**src/iowdt_pkg.sv**
```systemverilog
// Package of constants for the I/O port watchdog timer
package iowdt_pkg;
  localparam logic [15:0] WDT_PORT_ADDR = 16'h0444;
  localparam logic [5:0] INTERVAL_MIN = 6'h01;
  localparam logic [5:0] INTERVAL_MAX = 6'h3F;
  localparam logic [5:0] INTERVAL_MASK = 6'h3F;
  localparam int unsigned CLK_HZ = 32'h05F5E100;
  localparam int unsigned TICK_SEC = 32'h00000001;
  localparam int unsigned TICK_CYCLES = CLK_HZ * TICK_SEC;
  localparam int unsigned RESET_PULSE_CYCLES = 32'h00000010;
endpackage : iowdt_pkg

```
**src/iowdt_top.sv**
```systemverilog
// Watchdog timer reached through a single I/O port
`timescale 1ns/10ps
module iowdt_top #(
  parameter int unsigned TICK_CYCLES = iowdt_pkg::TICK_CYCLES,
  parameter int unsigned RESET_PULSE_CYCLES = iowdt_pkg::RESET_PULSE_CYCLES
) (
  input wire logic ref_clk,
  input wire logic nrst,
  input wire logic [15:0] io_addr,
  input wire logic io_wr,
  input wire logic io_rd,
  input wire logic [7:0] io_wdata,
  output logic [7:0] io_rdata,
  output logic wdt_running,
  output logic sys_rst_n
);
  typedef enum logic [1:0] {IOWDT_IDLE, IOWDT_RUN, IOWDT_FIRE} iowdt_state_t;

  iowdt_state_t state_ff, nxt_state;
  logic [31:0] tick_cnt_ff, nxt_tick_cnt;
  logic [5:0] sec_cnt_ff, nxt_sec_cnt;
  logic [5:0] ivl_ff, nxt_ivl;
  logic [7:0] rdata_ff, nxt_rdata;
  logic running_ff, nxt_running;
  logic rst_n_ff, nxt_rst_n;
  logic [7:0] pulse_cnt_ff, nxt_pulse_cnt;
  logic hit;
  logic wr_hit;
  logic rd_hit;
  logic [5:0] code;
  logic tick;
  logic wr_ok;
  logic [7:0] low_len_ff, nxt_low_len;

  // Zero lies outside the legal range, so it can never arm the countdown
  function automatic logic valid_code(input logic [5:0] c);
    valid_code = (c >= iowdt_pkg::INTERVAL_MIN) && (c <= iowdt_pkg::INTERVAL_MAX);
  endfunction

  function automatic logic last_second(input logic [5:0] s);
    last_second = (s == iowdt_pkg::INTERVAL_MIN);
  endfunction

  assign hit = (io_addr == iowdt_pkg::WDT_PORT_ADDR);
  assign wr_hit = hit && io_wr;
  assign rd_hit = hit && io_rd && !io_wr;
  assign code = io_wdata[5:0] & iowdt_pkg::INTERVAL_MASK;
  assign tick = (tick_cnt_ff == TICK_CYCLES - 1);
  assign wr_ok = wr_hit && valid_code(code);

  // Prescaler group: one enable pulse per second while counting
  always_comb begin
    nxt_tick_cnt = tick_cnt_ff;
    if (state_ff == IOWDT_RUN) begin
      nxt_tick_cnt = tick ? 32'h0 : tick_cnt_ff + 32'h1;
    end
    // A load restarts the second too, so a refresh buys whole seconds
    if ((wr_ok || rd_hit) && state_ff != IOWDT_FIRE) begin
      nxt_tick_cnt = 32'h0;
    end
  end

  always_ff @(posedge ref_clk or negedge nrst) begin
    if (!nrst) begin
      tick_cnt_ff <= 32'h0;
    end else begin
      tick_cnt_ff <= nxt_tick_cnt;
    end
  end

  // Countdown group: state, seconds left, loaded interval, pulse length
  always_comb begin
    nxt_state = state_ff;
    nxt_sec_cnt = sec_cnt_ff;
    nxt_ivl = ivl_ff;
    nxt_pulse_cnt = pulse_cnt_ff;
    unique case (state_ff)
      IOWDT_IDLE, IOWDT_RUN: begin
        if (state_ff == IOWDT_RUN && tick) begin
          nxt_sec_cnt = sec_cnt_ff - 6'h01;
          if (last_second(sec_cnt_ff)) begin
            // Expired: raise the reset pulse
            nxt_state = IOWDT_FIRE;
            nxt_pulse_cnt = 8'h00;
          end
        end
        // A write in the expiry cycle wins: software refreshed in time
        if (wr_ok) begin
          nxt_state = IOWDT_RUN;
          nxt_ivl = code;
          nxt_sec_cnt = code;
        end else if (rd_hit) begin
          nxt_state = IOWDT_IDLE;
        end
      end
      IOWDT_FIRE: begin
        // Writes are ignored, and reads only update io_rdata, until the pulse has run its full length
        nxt_pulse_cnt = pulse_cnt_ff + 8'h01;
        if (pulse_cnt_ff == 8'(RESET_PULSE_CYCLES - 1)) begin
          nxt_state = IOWDT_IDLE;
        end
      end
      default: begin
        nxt_state = IOWDT_IDLE;
      end
    endcase
    nxt_running = (nxt_state == IOWDT_RUN);
    nxt_rst_n = (nxt_state != IOWDT_FIRE);
  end

  always_ff @(posedge ref_clk or negedge nrst) begin
    if (!nrst) begin
      state_ff <= IOWDT_IDLE;
      sec_cnt_ff <= 6'h00;
      ivl_ff <= 6'h00;
      running_ff <= 1'b0;
      rst_n_ff <= 1'b1;
      pulse_cnt_ff <= 8'h00;
    end else begin
      state_ff <= nxt_state;
      sec_cnt_ff <= nxt_sec_cnt;
      ivl_ff <= nxt_ivl;
      running_ff <= nxt_running;
      rst_n_ff <= nxt_rst_n;
      pulse_cnt_ff <= nxt_pulse_cnt;
    end
  end

  // Read data group: a read shows the last loaded interval
  always_comb begin
    nxt_rdata = rdata_ff;
    if (rd_hit) begin
      nxt_rdata = {2'h0, ivl_ff};
    end
  end

  always_ff @(posedge ref_clk or negedge nrst) begin
    if (!nrst) begin
      rdata_ff <= 8'h00;
    end else begin
      rdata_ff <= nxt_rdata;
    end
  end

  // Check-only counter: cycles spent in the current reset pulse
  always_comb begin
    nxt_low_len = rst_n_ff ? 8'h00 : low_len_ff + 8'h01;
  end

  always_ff @(posedge ref_clk or negedge nrst) begin
    if (!nrst) begin
      low_len_ff <= 8'h00;
    end else begin
      low_len_ff <= nxt_low_len;
    end
  end

  assign io_rdata = rdata_ff;
  assign wdt_running = running_ff;
  assign sys_rst_n = rst_n_ff;

  chk_write_starts: assert property (@(posedge ref_clk) disable iff (!nrst)
    (wr_ok && state_ff != IOWDT_FIRE) |=> (wdt_running && sec_cnt_ff == $past(code)))
    else $error("valid interval write did not start countdown");
  chk_zero_ignored: assert property (@(posedge ref_clk) disable iff (!nrst)
    (wr_hit && code == 6'h00 && state_ff == IOWDT_IDLE && !io_rd) |=> !wdt_running)
    else $error("zero interval started the watchdog");
  chk_refresh_reload: assert property (@(posedge ref_clk) disable iff (!nrst)
    (state_ff == IOWDT_RUN && wr_hit && code != 6'h00) |=> (tick_cnt_ff == 32'h0 && sys_rst_n))
    else $error("refresh did not reload the counter");
  chk_read_stops: assert property (@(posedge ref_clk) disable iff (!nrst)
    (rd_hit && !wr_hit && state_ff != IOWDT_FIRE) |=> (!wdt_running ##1 sys_rst_n))
    else $error("read did not disable the watchdog");
  chk_expiry_fires: assert property (@(posedge ref_clk) disable iff (!nrst)
    (state_ff == IOWDT_RUN && tick && sec_cnt_ff == 6'h01 && !wr_hit && !rd_hit)
    |=> (!sys_rst_n && !wdt_running))
    else $error("expiry did not assert system reset");
  chk_fire_ends: assert property (@(posedge ref_clk) disable iff (!nrst)
    $fell(sys_rst_n) |-> ##[1:300] sys_rst_n)
    else $error("reset pulse did not end");
  chk_idle_quiet: assert property (@(posedge ref_clk) disable iff (!nrst)
    (!wdt_running && sys_rst_n && !wr_hit) |=> sys_rst_n)
    else $error("reset raised while disabled");
  chk_count_range: assert property (@(posedge ref_clk) disable iff (!nrst)
    wdt_running |-> (sec_cnt_ff >= iowdt_pkg::INTERVAL_MIN))
    else $error("second count out of range while running");

  chk_sec_step: assert property (@(posedge ref_clk) disable iff (!nrst)
    (state_ff == IOWDT_RUN && tick && !wr_hit && !rd_hit && !last_second(sec_cnt_ff))
    |=> (sec_cnt_ff == $past(sec_cnt_ff) - 6'h01))
    else $error("second count did not step down on the tick");
  chk_sec_hold: assert property (@(posedge ref_clk) disable iff (!nrst)
    (state_ff == IOWDT_RUN && !tick && !wr_hit && !rd_hit) |=> $stable(sec_cnt_ff))
    else $error("second count moved between ticks");
  chk_tick_bound: assert property (@(posedge ref_clk) disable iff (!nrst)
    tick_cnt_ff < TICK_CYCLES)
    else $error("prescaler ran past one second");
  chk_other_port: assert property (@(posedge ref_clk) disable iff (!nrst)
    (!hit && state_ff == IOWDT_IDLE) |=> !wdt_running)
    else $error("access to another port started the watchdog");
  chk_load_value: assert property (@(posedge ref_clk) disable iff (!nrst)
    (wr_ok && state_ff != IOWDT_FIRE) |=> (ivl_ff == $past(code)))
    else $error("written interval was not loaded");
  chk_idle_hold: assert property (@(posedge ref_clk) disable iff (!nrst)
    (state_ff == IOWDT_IDLE && !wr_ok) |=> !wdt_running)
    else $error("disabled watchdog started without a write");
  chk_rdata_hold: assert property (@(posedge ref_clk) disable iff (!nrst)
    !rd_hit |=> $stable(io_rdata))
    else $error("read data changed without a read");
  chk_read_value: assert property (@(posedge ref_clk) disable iff (!nrst)
    rd_hit |=> (io_rdata == {2'h0, $past(ivl_ff)}))
    else $error("read did not return the loaded interval");
  chk_fire_holds: assert property (@(posedge ref_clk) disable iff (!nrst)
    (state_ff == IOWDT_FIRE && pulse_cnt_ff != 8'(RESET_PULSE_CYCLES - 1)) |=> !sys_rst_n)
    else $error("reset pulse ended early");
  chk_pulse_len: assert property (@(posedge ref_clk) disable iff (!nrst)
    $rose(sys_rst_n) |-> (low_len_ff == 8'(RESET_PULSE_CYCLES)))
    else $error("reset pulse length wrong");
  chk_fire_cause: assert property (@(posedge ref_clk) disable iff (!nrst)
    $fell(sys_rst_n) |-> ($past(state_ff) == IOWDT_RUN && $past(tick)
    && $past(sec_cnt_ff) == iowdt_pkg::INTERVAL_MIN))
    else $error("reset pulse without expiry");
  chk_rst_stops: assert property (@(posedge ref_clk) disable iff (!nrst)
    !sys_rst_n |-> !wdt_running)
    else $error("watchdog running during reset pulse");
endmodule // iowdt_top

```
**config.mk**
```make
export PLATFORM = sky130hd
export DESIGN_NAME = iowdt_top
export DESIGN_NICKNAME = d
export VERILOG_FILES = /design/src/iowdt_pkg.sv /design/src/iowdt_top.sv
export SDC_FILE = /design/constraint.sdc
export NUM_CORES = 1
export LEC_CHECK = 0
export BUFFER_PORTS_ARGS = -buffer_cell sky130_fd_sc_hd__clkbuf_2
export CORE_UTILIZATION = 40
export CTS_CLUSTER_DIAMETER = 40
export CTS_CLUSTER_SIZE = 24
export DETAILED_ROUTE_END_ITERATION = 8
export GPL_ROUTABILITY_DRIVEN = 0
export HOLD_SLACK_MARGIN = 0.02
export PLACE_DENSITY_LB_ADDON = 0.3
export SKIP_LAST_GASP = 1
export SLEW_MARGIN = 10
export SYNTH_ARGS = -nofsm -noshare
export SYNTH_HDL_FRONTEND = slang
export SYNTH_SLANG_ARGS = --single-unit
```
**constraint.sdc**
```tcl
create_clock -name ref_clk -period 5.4 [get_ports ref_clk]
set_input_delay 0.54 -clock ref_clk [delete_from_list [all_inputs] [get_ports ref_clk]]
set_output_delay 0.54 -clock ref_clk [all_outputs]
set_load 0.01 [all_outputs]
```
; ---- Word level (Yosys, flattened, before mapping)
; Index checks and enable logic that the tools add are counted.
[totals]
reg_bits = 62
latch_bits = 0
ram_bits = 0
mem_bits_ro = 0
input_bits = 28
out_inout_bits = 10
elab_cells = 55
mem_count = 0
[op_classes]
addsub = 3
mul = 0
div_mod_pow = 0
magnitude_cmp = 2
eq_ne = 11
n_shift = 0
mux = 14
bitwise = 0
reduce_logical = 17
[op_table]
columns = operator, n
row1 = two-way mux 32 bit, 3
row2 = "adder 32 x 1 -> 32 bit, second input constant", 1
row3 = "== test 32 x 27 -> 1 bit, second input constant", 1
row4 = "== test 16 x 11 -> 1 bit, second input constant", 1
row5 = two-way mux 8 bit, 2
row6 = case mux 8 bit (2 select lines), 1
row7 = two-way mux 6 bit, 2
row8 = two-way mux 2 bit, 5
row9 = "adder 8 x 1 -> 8 bit, second input constant", 1
row10 = "== test 8 x 4 -> 1 bit, second input constant", 1
row11 = "!= test 2 bit, second input constant", 4
row12 = logical AND 1 bit, 7
row13 = "== test 6 x 1 -> 1 bit, second input constant", 1
row14 = ">= comparator 6 x 1 -> 1 bit, second input constant", 1
row15 = "<= comparator 6 bit, second input constant", 1
row16 = nonzero test 2 bit, 3
row17 = "subtractor 6 x 1 -> 6 bit, second input constant", 1
row18 = "== test 2 x 1 -> 1 bit, second input constant", 2
row19 = case mux 2 bit (2 select lines), 1
row20 = AND reduction 2 bit, 2
row21 = AND reduction 3 bit, 1
row22 = "== test 2 bit, second input constant", 1
row23 = logical NOT 2 bit, 1
row24 = OR reduction 2 bit, 1
row25 = 2 further kinds, 2

; ---- Longest topological paths before layout
; Gate-level depths: netlist of run 1.
[depth]
depth_word = 7
depth_mapped = 8

; ---- Worst setup path after synthesis of run 1
; No wires, ideal clock.
[synth_timing]
path_type = register -> register
start = register tick_cnt_ff[0]
end = register tick_cnt_ff[21]
setup_ps = 129
arrival_ps = 2204
slack_ps = 3067
path_stages_with_launch = 9
path_buffers = 2
synth_period_minus_slack_ps = 2333
path_cell_list = dfrtp_1 > ha_1 > nand4_4 > or3_1 > or4_1 > buf_6 > buf_8 > a32oi_1 > o31ai_1
[synth_via]
elab_chain_cells = 4
[synth_rtl]
columns = element, line_no
row1 = "start, declared", iowdt_top.sv:20  ; logic [31:0] tick_cnt_ff, nxt_tick_cnt;
row2 = "start signal, assigned", iowdt_top.sv:67  ; tick_cnt_ff <= nxt_tick_cnt;
row3 = adder 32 x 1 -> 32 bit / == test 32 x 27 -> 1 bit (equally long branches), "iowdt_top.sv:55, iowdt_top.sv:48"
row4 = two-way mux 32 bit *, iowdt_top.sv:55  ; nxt_tick_cnt = tick ? 32'h0 : tick_cnt_ff + 32'h1;
row5 = two-way mux 32 bit *, iowdt_top.sv:54  ; if (state_ff == IOWDT_RUN) begin
row6 = two-way mux 32 bit *, iowdt_top.sv:58  ; if ((wr_ok || rd_hit) && state_ff != IOWDT_FIRE) begin
; Every way passes the cells marked *; elsewhere a longest branch is shown, timed or not. The select of a mux whose other input is x is not followed.
; A chain may end at the register's enable or synchronous reset.

; ---- Final worst setup path of run 1
[layout_timing]
start = register tick_cnt_ff[0]
end = register tick_cnt_ff[31]
; Same word-level chain as after synthesis.

==> results of run 1 <==
-- flip-flops by register name, summed over array words and instances (netlist names) --
signal / count
tick_cnt_ff: 32
pulse_cnt_ff: 8
io_rdata: 6
ivl_ff: 6
sec_cnt_ff: 6
state_ff: 2
sys_rst_n: 1
wdt_running: 1
-- worst max-delay path by stage --
stage                                          start                          end  slack, ps  cells past startpoint
final                     tick_cnt_ff[0]$_DFFE_PN0P_  tick_cnt_ff[31]$_DFFE_PN0P_       2530                      6
after global routing      tick_cnt_ff[0]$_DFFE_PN0P_   tick_cnt_ff[7]$_DFFE_PN0P_       2290                      6
after CTS                 tick_cnt_ff[0]$_DFFE_PN0P_  tick_cnt_ff[31]$_DFFE_PN0P_       2540                      6
after detailed placement  tick_cnt_ff[0]$_DFFE_PN0P_  tick_cnt_ff[28]$_DFFE_PN0P_       2550                      6
after global placement    tick_cnt_ff[0]$_DFFE_PN0P_  tick_cnt_ff[28]$_DFFE_PN0P_       2560                      6
after floorplan           tick_cnt_ff[0]$_DFFE_PN0P_  tick_cnt_ff[21]$_DFFE_PN0P_       3070                      8
-- critical path, cell delays in order (launching register included) --
cell	delay, ps
dfrtp_1	430
ha_1	300
nand4_4	200
or3_1	440
or4_1	890
nand3_4	360
o31ai_1	130
-- Yosys cell counts (5+ instances only) --
cell,n,area share [%]
a41oi_1,5,1.1
a32oi_1,13,3.0
or4_1,5,0.98
a21o_1,9,1.8
a21oi_1,10,1.3
a22o_1,8,1.8
nand2_1,19,1.9
and3_1,10,1.6
o31ai_1,11,2.2
nor4b_1,8,1.8
o21ai_1,5,0.65
mux2_2,12,3.5
nand4_1,16,2.6
buf_4,5,0.98
and2_1,5,0.82
o21ai_0,15,2.0
a31oi_1,10,1.6
nor4_1,12,2.0
inv_1,17,1.7
nor3_1,13,1.7
nor2_1,17,1.7
clkbuf_1,14,1.4
dfrtp_1,61,40
nand3_1,23,3.0
-- per-layer routing --
metal	up-vias	routed length (um)	part of all wire, %
met2	96	4100	46
met5	-	0	0
met1	1655	4350	48
li1	1605	-	-
met3	13	389	4.3
met4	0	142	1.6
-- power groups by stage --
stage	clock network, mW	registers (mW)	logic [mW]
5_1_grt	0.577	0.464	0.0290
6_report	0.553	0.464	0.0251
4_1_cts	0.558	0.464	0.0260
3_5_place_dp	0	0.473	0.0260
3_3_place_gp	0	0.473	0.0255
2_1_floorplan	0	0.474	0.00538
-- metrics by stage --
stage / hold slack (ps) / area, um2
after global routing: 441 / 4250
after detailed placement: 493 / 3990
after global placement: 482 / 3990
after floorplan: 244 / 3830
after CTS: 389 / 4250
final: 360 / 4250
-- cell families (layout without fill, tap and decap cells) --
group | count (synthesis) | after routing | synth area share (%)
AO/OA/AOI/OAI | 114 | 114 | 21.7
XOR/XNOR | 1 | 1 | 0.229
adder cells (fa/ha/maj) | 4 | 4 | 1.31
buffers and inverters | 46 | 70 | 6.73
flip-flops | 62 | 62 | 40.6
multiplexers | 12 | 12 | 3.53
other | 1 | 2 | 0.0979
AND/OR/NAND/NOR | 161 | 161 | 25.8
-- layout make-up --
type / instances / area, um2 / share of cell area [%]
Tap cell: 129 / 161 / 3.80
Multi-Input combinational cell: 294 / 2020 / 47.5
Timing Repair Buffer: 36 / 188 / 4.41
Inverter: 18 / 67.6 / 1.59
Clock inverter: 6 / 134 / 3.15
Clock buffer: 10 / 128 / 3.00
Sequential cell: 62 / 1550 / 36.5
==> impl_metrics.tcl, run 1 <==
set metrics [dict create \
    reg2reg_to "tick_cnt_ff[31]$_DFFE_PN0P_" \
    netSwitchingPower_mw 0.216 \
    hold_viol 0 \
    switching_share_pct 20.7 \
    grt_start_max_net_pins 63 \
    drive_gt1_share_pct 18.3 \
    synth_edf_count 0 \
    wl_per_cell_um 16.2 \
    finalWorstSetupSlack_ps 2530 \
    dp_slack_ps 2550 \
    synthArstFlopShare_pct 100 \
    root_buffer "clkbuf_8" \
    path_class "reg2reg" \
    drv_cap 0 \
    crit_arrival_ps 3090 \
    dr.pass1.iters 5 \
    dp_hpwl_mm 5.90 \
    cts_resized 0 \
    design.core.area_mm2 0.00924 \
    grt_pass1_vias 3157 \
    tightest_slew_ps 795 \
    area.growth.synth_to_final_pct 11.1 \
    final_cell_mix "61 x dfrtp_1, 33 x clkbuf_2, 23 x nand3_1" \
    drc_errors 0 \
    required_ps 5620 \
    fin_crit_ps 2870 \
    worstRegToRegCells 6 \
    max_freq_ghz 0.348 \
    clock_latency_ps 350 \
    clk_pin_slew_ps 70 \
    synth-seq-cells 62 \
    synth_area_per_cell_um2 9.55 \
    ant_nets 0 \
    setup_viol 0 \
    cts_inserted_buffers 9 \
    clk_path_buf_depth 2 \
    gr-total-overflow 0 \
    ys_warn_count 0 \
    synthFlopType "dfrtp_1" \
    cts_hold_repair.buffers 0 \
    rows 35 \
    pwr-share-comb_pct 2.4 \
    fin_skew_ps 10.3 \
    busiest_layer "met2" \
    start_kind "flip-flop" \
    vias_per_cell 6.07 \
    total_power_mw 1.04 \
    dr.first_iter.drc_count 276 \
    tns_ps 0 \
    hold_class "in2async" \
    drv_slew 0 \
    grt_util_met1_pct 27.4 \
    clock_sinks 62 \
    grtUsageMet3_pct 3.90 \
    rrSetupSlack_ps 2530 \
    io_pins 38 \
    rsz0062_at_grt "false" \
    nFillCells 909 \
    ys_types 68 \
    cellLeakagePower_nw 1.80 \
    io_buffer_count 33 \
    routed-via-count 3369 \
    syn_area_mm2 0.00383 \
    gr-usage-all-layers_pct 19.5 \
    seqPwrFrac_pct 44.6 \
    dieArea_mm2 0.00997 \
    dp.cells 539 \
    ir_drop_v 0.000141 \
    htree_num_levels 3 \
    syn_inst 401 \
    grtUsageMet2_pct 29.4 \
    ys_seq_area_share_pct 40.6 \
    cts_tree "yes" \
    drt_wl_total_mm 8.97 \
    stdcell_count 555 \
    die_w_um 99.8 \
    power_density_mw_per_mm2 245 \
    antenna_cells 0 \
    cp_max_fo 19 \
    cp-end-kind "flip-flop" \
    r2r_start "tick_cnt_ff[0]$_DFFE_PN0P_" \
    fin_util_pct 46.0 \
    start_util_pct 41.4 \
    period_share_pct 53.2 \
    grt_pass1_wl_mm 15.4 \
    p_int_mw 0.827 \
    layout.nets 453 \
    final_common_cell "dfrtp_1" \
    p_clk_share_pct 53.0 \
    grt_antenna_before_repair 0 \
    post_cts_buffers 0 \
    dieHeight_um 99.8 \
    status "completed" \
    timing.slew.headroom_pct 46.5 \
]
Note: power is estimated with default switching activity, not from simulation.
==> run 2: changes to the inputs <==
Clock period 5.4 ns to 2.6 ns, I/O delays scaled along.
==> run 2 against run 1 <==
  * Wire length is 3.7% higher
  * Via count is 1.1% higher
  * Combinational power rose by 110%
  * Total power is 70% higher
  * Count of clock-buffer cells in the layout stayed put
  * Final area increased by 1.1%
  * Flip-flop and latch count is the same
  * Die area is the same
  * Critical path type unchanged
  * Critical endpoint is now tick_cnt_ff[28]$_DFFE_PN0P_
  * Largest power group is now registers
  * Highest routed layer unchanged
==> impl_metrics.tcl, run 2 (synthesis gave the netlist of run 1 again) <==
set metrics [dict create \
    status "completed" \
    cts_hold_repair.buffers 0 \
    cts_tree "yes" \
    cts_inserted_buffers 9 \
    period_share_pct 94.3 \
    setup_viol 0 \
    io_pins 38 \
    dp_hpwl_mm 6.39 \
    crit_chain "ha_1 > nand4_4 > or3_1 > or4_1 > buf_4 > a32o_1 > o21bai_1" \
    grt_start_max_net_pins 63 \
    reg2reg_to "tick_cnt_ff[28]$_DFFE_PN0P_" \
    path_class "reg2reg" \
    drv_cap 0 \
    timing.slew.headroom_pct 46.4 \
    ir_drop_v 0.000206 \
    startpoint "tick_cnt_ff[0]$_DFFE_PN0P_" \
    cp_max_fo 10 \
    drt_wl_total_mm 9.31 \
    drv_slew 0 \
    fin_skew_ps 8.38 \
    tightest_slew_ps 803 \
    grt_pass1_vias 3270 \
    rsz0062_at_grt "false" \
    gr-total-overflow 0 \
    slowest_delay_ps 540 \
    drive_gt1_share_pct 21.4 \
    root_buffer "clkbuf_8" \
    rows 35 \
    largest_register_ffs 32 \
    dieHeight_um 99.8 \
    vias_per_cell 5.95 \
    clk_path_buf_depth 2 \
    path_delay_family "simple AND/OR/NAND/NOR gates" \
    hold_class "in2async" \
    layout.nets 470 \
    start_kind "flip-flop" \
    max_freq_ghz 0.408 \
    worstRegToRegCells 7 \
    rrSetupSlack_ps 150 \
    power_density_mw_per_mm2 412 \
    area.growth.synth_to_final_pct 12.3 \
    post_cts_buffers 0 \
    die_w_um 99.8 \
    dp.cells 556 \
    cellLeakagePower_nw 1.84 \
    antenna_cells 0 \
    top_register "tick_cnt_ff" \
    dp_slack_ps 141 \
    drc_errors 0 \
    design.core.area_mm2 0.00924 \
    dr.first_iter.drc_count 245 \
    ant_nets 0 \
    grt_pass1_wl_mm 16.0 \
    required_ps 2820 \
    cts_resized 0 \
    start_util_pct 41.4 \
    tns_ps 0 \
    hold_viol 0 \
    crit_arrival_ps 2670 \
    cp-end-kind "flip-flop" \
    fin_crit_ps 2450 \
    fin_util_pct 46.5 \
    stdcell_count 572 \
    dr.pass1.iters 4 \
    clock_sinks 62 \
    clock_latency_ps 340 \
    final_cell_mix "61 x dfrtp_1, 33 x clkbuf_2, 23 x nand3_1" \
    r2r_start "tick_cnt_ff[0]$_DFFE_PN0P_" \
    wl_per_cell_um 16.3 \
    io_buffer_count 33 \
    finalWorstSetupSlack_ps 149 \
    routed-via-count 3406 \
    crit_buf_inv 1 \
    gr-usage-all-layers_pct 20.3 \
    final_common_cell "dfrtp_1" \
    largestRegisters "tick_cnt_ff x32, pulse_cnt_ff x8" \
    htree_num_levels 3 \
    dieArea_mm2 0.00997 \
    grt_antenna_before_repair 0 \
    clk_pin_slew_ps 80 \
    cp_slowest_cell "or4_1" \
]
==> run 2: metal layers <==
metal	share of wire [%]	wire length (um)	up-vias	GRT usage [%]
li1	-	-	1638	-
met1	48	4490	1685	28.0
met2	47	4370	75	32.1
met3	3.7	349	8	3.34
met4	1.0	94	0	7.24
met5	0	0	-	0
==> run 2: area by class of cell <==
type / count / area, um2
clock buffers: 10 / 128
clock inverters: 6 / 38.8
fillers: 916 / 4940
inverters: 18 / 67.6
multi-input cells: 294 / 2020
flip-flops and latches: 62 / 1550
well taps: 129 / 161
repair buffers: 53 / 328
==> run 2: report_power, final <==
group	switching (mW)	internal, mW	total [mW]
registers	0.000407	0.964	0.965
clock network	0.410	0.342	0.752
logic	0.0343	0.0184	0.0527
total	0.445	1.32	1.77
==> run 2: worst max-delay path by stage <==
stage	end	slack [ps]	cells past startpoint
finish	tick_cnt_ff[28]$_DFFE_PN0P_	150	7
global route	tick_cnt_ff[31]$_DFFE_PN0P_	8	7
CTS	tick_cnt_ff[28]$_DFFE_PN0P_	140	7
floorplan	tick_cnt_ff[21]$_DFFE_PN0P_	270	8
global placement	tick_cnt_ff[28]$_DFFE_PN0P_	170	7
detailed placement	tick_cnt_ff[28]$_DFFE_PN0P_	140	7
==> run 2: worst register-to-register path: cells and delay by family (launching register included) <==
kind	cells	cell delay (ps)
buffers and inverters	1	200
DFF	1	410
and+or+nand+nor	3	1070
AOI/OAI and AO/OA	2	380
adders and majority gates	1	290
==> run 2: through the flow <==
stage	hold WS [ps]	power, mW	instance area [um2]
2_1_floorplan	-35.6	0.995	3830
6_report	76.3	1.77	4300
5_1_grt	154	1.85	4300
3_5_place_dp	491	1.04	4130
3_3_place_gp	482	1.04	4130
4_1_cts	121	1.79	4300
==> run 3: changes to the inputs <==
Settings changed: CORE_ASPECT_RATIO from default to 1.25, CORE_UTILIZATION 40 to 54.
==> run 3 against run 2 <==
  * Non-clock buffer count is 1 lower
  * Total power increased by 12%
  * Hold slack gained 120 ps
  * First-iteration DRC count fell by 27%
  * Global-route usage increased by 6.1 points
  * Final area grew 0.26%
  * Wire length shrank 3.4%
  * Largest power group unchanged
==> impl_metrics.tcl, run 3 (synthesis gave the netlist of run 1 again) <==
set metrics [dict create \
    top_register "tick_cnt_ff" \
    hold_viol 0 \
    cts_inserted_buffers 9 \
    antenna_cells 0 \
    cp-end-kind "flip-flop" \
    tightest_slew_ps 726 \
    dr.pass1.iters 4 \
    ant_nets 0 \
    fin_crit_ps 2430 \
    crit_arrival_ps 2650 \
    cts_tree "yes" \
    ir_drop_v 0.000561 \
    finalWorstSetupSlack_ps 170 \
    total_power_mw 1.98 \
    setup_viol 0 \
    die_w_um 77.3 \
    io_buffer_count 33 \
    fin_util_pct 64.4 \
    slowest_delay_ps 530 \
    period_share_pct 93.5 \
    path_class "reg2reg" \
    grt_start_max_net_pins 36 \
    crit_chain "ha_1 > nand4_4 > or3_1 > or4_1 > buf_4 > a32o_1 > o21bai_1" \
    htree_num_levels 3 \
    drt_wl_total_mm 8.99 \
    hp-start "io_wdata[5]" \
    post_cts_buffers 0 \
    startpoint "tick_cnt_ff[0]$_DFFE_PN0P_" \
    timing.slew.headroom_pct 51.6 \
    clock_sinks 62 \
    tns_ps 0 \
    drc_errors 0 \
    worst_hold_slack_ps 196 \
    root_buffer "clkbuf_8" \
    r2r_start "tick_cnt_ff[0]$_DFFE_PN0P_" \
    stdcell_count 529 \
    dp.cells 512 \
    status "completed" \
    cp_max_fo 15 \
    drive_gt1_share_pct 21.3 \
    largest_register_ffs 32 \
    largestRegisters "tick_cnt_ff x32, pulse_cnt_ff x8" \
    dp_slack_ps 209 \
    clock_latency_ps 340 \
    io_pins 38 \
    clk_path_buf_depth 2 \
    rows 33 \
    dieHeight_um 96.1 \
    dpl_cell_area_mm2 0.00408 \
    path_delay_family "simple AND/OR/NAND/NOR gates" \
    layout.nets 469 \
    cellLeakagePower_nw 1.86 \
    final_cell_mix "61 x dfrtp_1, 33 x clkbuf_2, 23 x nand3_1" \
    cp_slowest_cell "or4_1" \
    final_common_cell "dfrtp_1" \
    power_density_mw_per_mm2 459 \
    area.growth.synth_to_final_pct 12.5 \
    fin_skew_ps 8.64 \
    start_util_pct 57.2 \
    dr.first_iter.drc_count 179 \
    rsz0062_at_grt "false" \
    routed-via-count 3433 \
    grt_pass1_wl_mm 15.3 \
    clk_pin_slew_ps 70 \
    design.core.area_mm2 0.00669 \
    grt_antenna_before_repair 0 \
    cts_resized 0 \
    crit_buf_inv 1 \
    wl_per_cell_um 17.0 \
    hold_class "in2reg" \
    grt_pass1_vias 3308 \
    fin_area_mm2 0.00431 \
    cts_hold_repair.buffers 1 \
    dieArea_mm2 0.00743 \
    gr-usage-all-layers_pct 26.4 \
    dp_hpwl_mm 6.23 \
    required_ps 2820 \
    drv_slew 0 \
    gr-total-overflow 0 \
    drv_cap 0 \
    vias_per_cell 6.49 \
    max_freq_ghz 0.411 \
    start_kind "flip-flop" \
]
## run 3: cell count changes in the layout (fill, tap and decap cells not counted)
cell,change
clkbuf_1,-1
buf_12,+1
bufinv_16,+2
clkinv_4,-1
buf_4,-3
clkinv_2,-1
dlygate4sd3_1,+1
clkbuf_8,+1
## run 3: layout make-up
type                    count  area, um2
inverters                  18       67.6
multi-input cells         294       2020
clock buffers              10        138
repair buffers             52        335
fillers                   577       2380
flip-flops and latches     62       1550
well taps                  87        109
clock inverters             6       85.1
## run 3: worst register-to-register path, stage by stage (launching register included)
cell	delay, ps
dfrtp_1	430
ha_1	240
nand4_4	110
or3_1	390
or4_1	530
buf_4	230
a32o_1	240
o21bai_1	150
## run 3: report_power, final
part	switching, mW	internal [mW]
combinational	0.0339	0.0219
sequential	0.000477	0.964
clock	0.396	0.562
total	0.430	1.55
## run 3: final timing paths
kind                                          endpoint  slack [ps]  depth (start not counted)
max                        tick_cnt_ff[28]$_DFFE_PN0P_         170                          7
min                          sec_cnt_ff[5]$_DFFE_PN0P_         200                          3
max reg2reg                tick_cnt_ff[28]$_DFFE_PN0P_         170                          7
min reg2reg                    io_rdata[4]$_DFFE_PN0P_         510                          1
max in group asynchronous          sys_rst_n$_DFF_PN1_        1400                          3
min in group asynchronous  pulse_cnt_ff[4]$_DFFE_PN0P_         500                          2
## run 3: metal layers
layer / global-route usage, % / wire length (um) / up-vias
met3: 5.02 / 263 / 23
met2: 46.5 / 4570 / 79
met4: 13.7 / 204 / 0
met1: 30.6 / 3950 / 1695
met5: 0 / 0 / -
li1: - / - / 1636
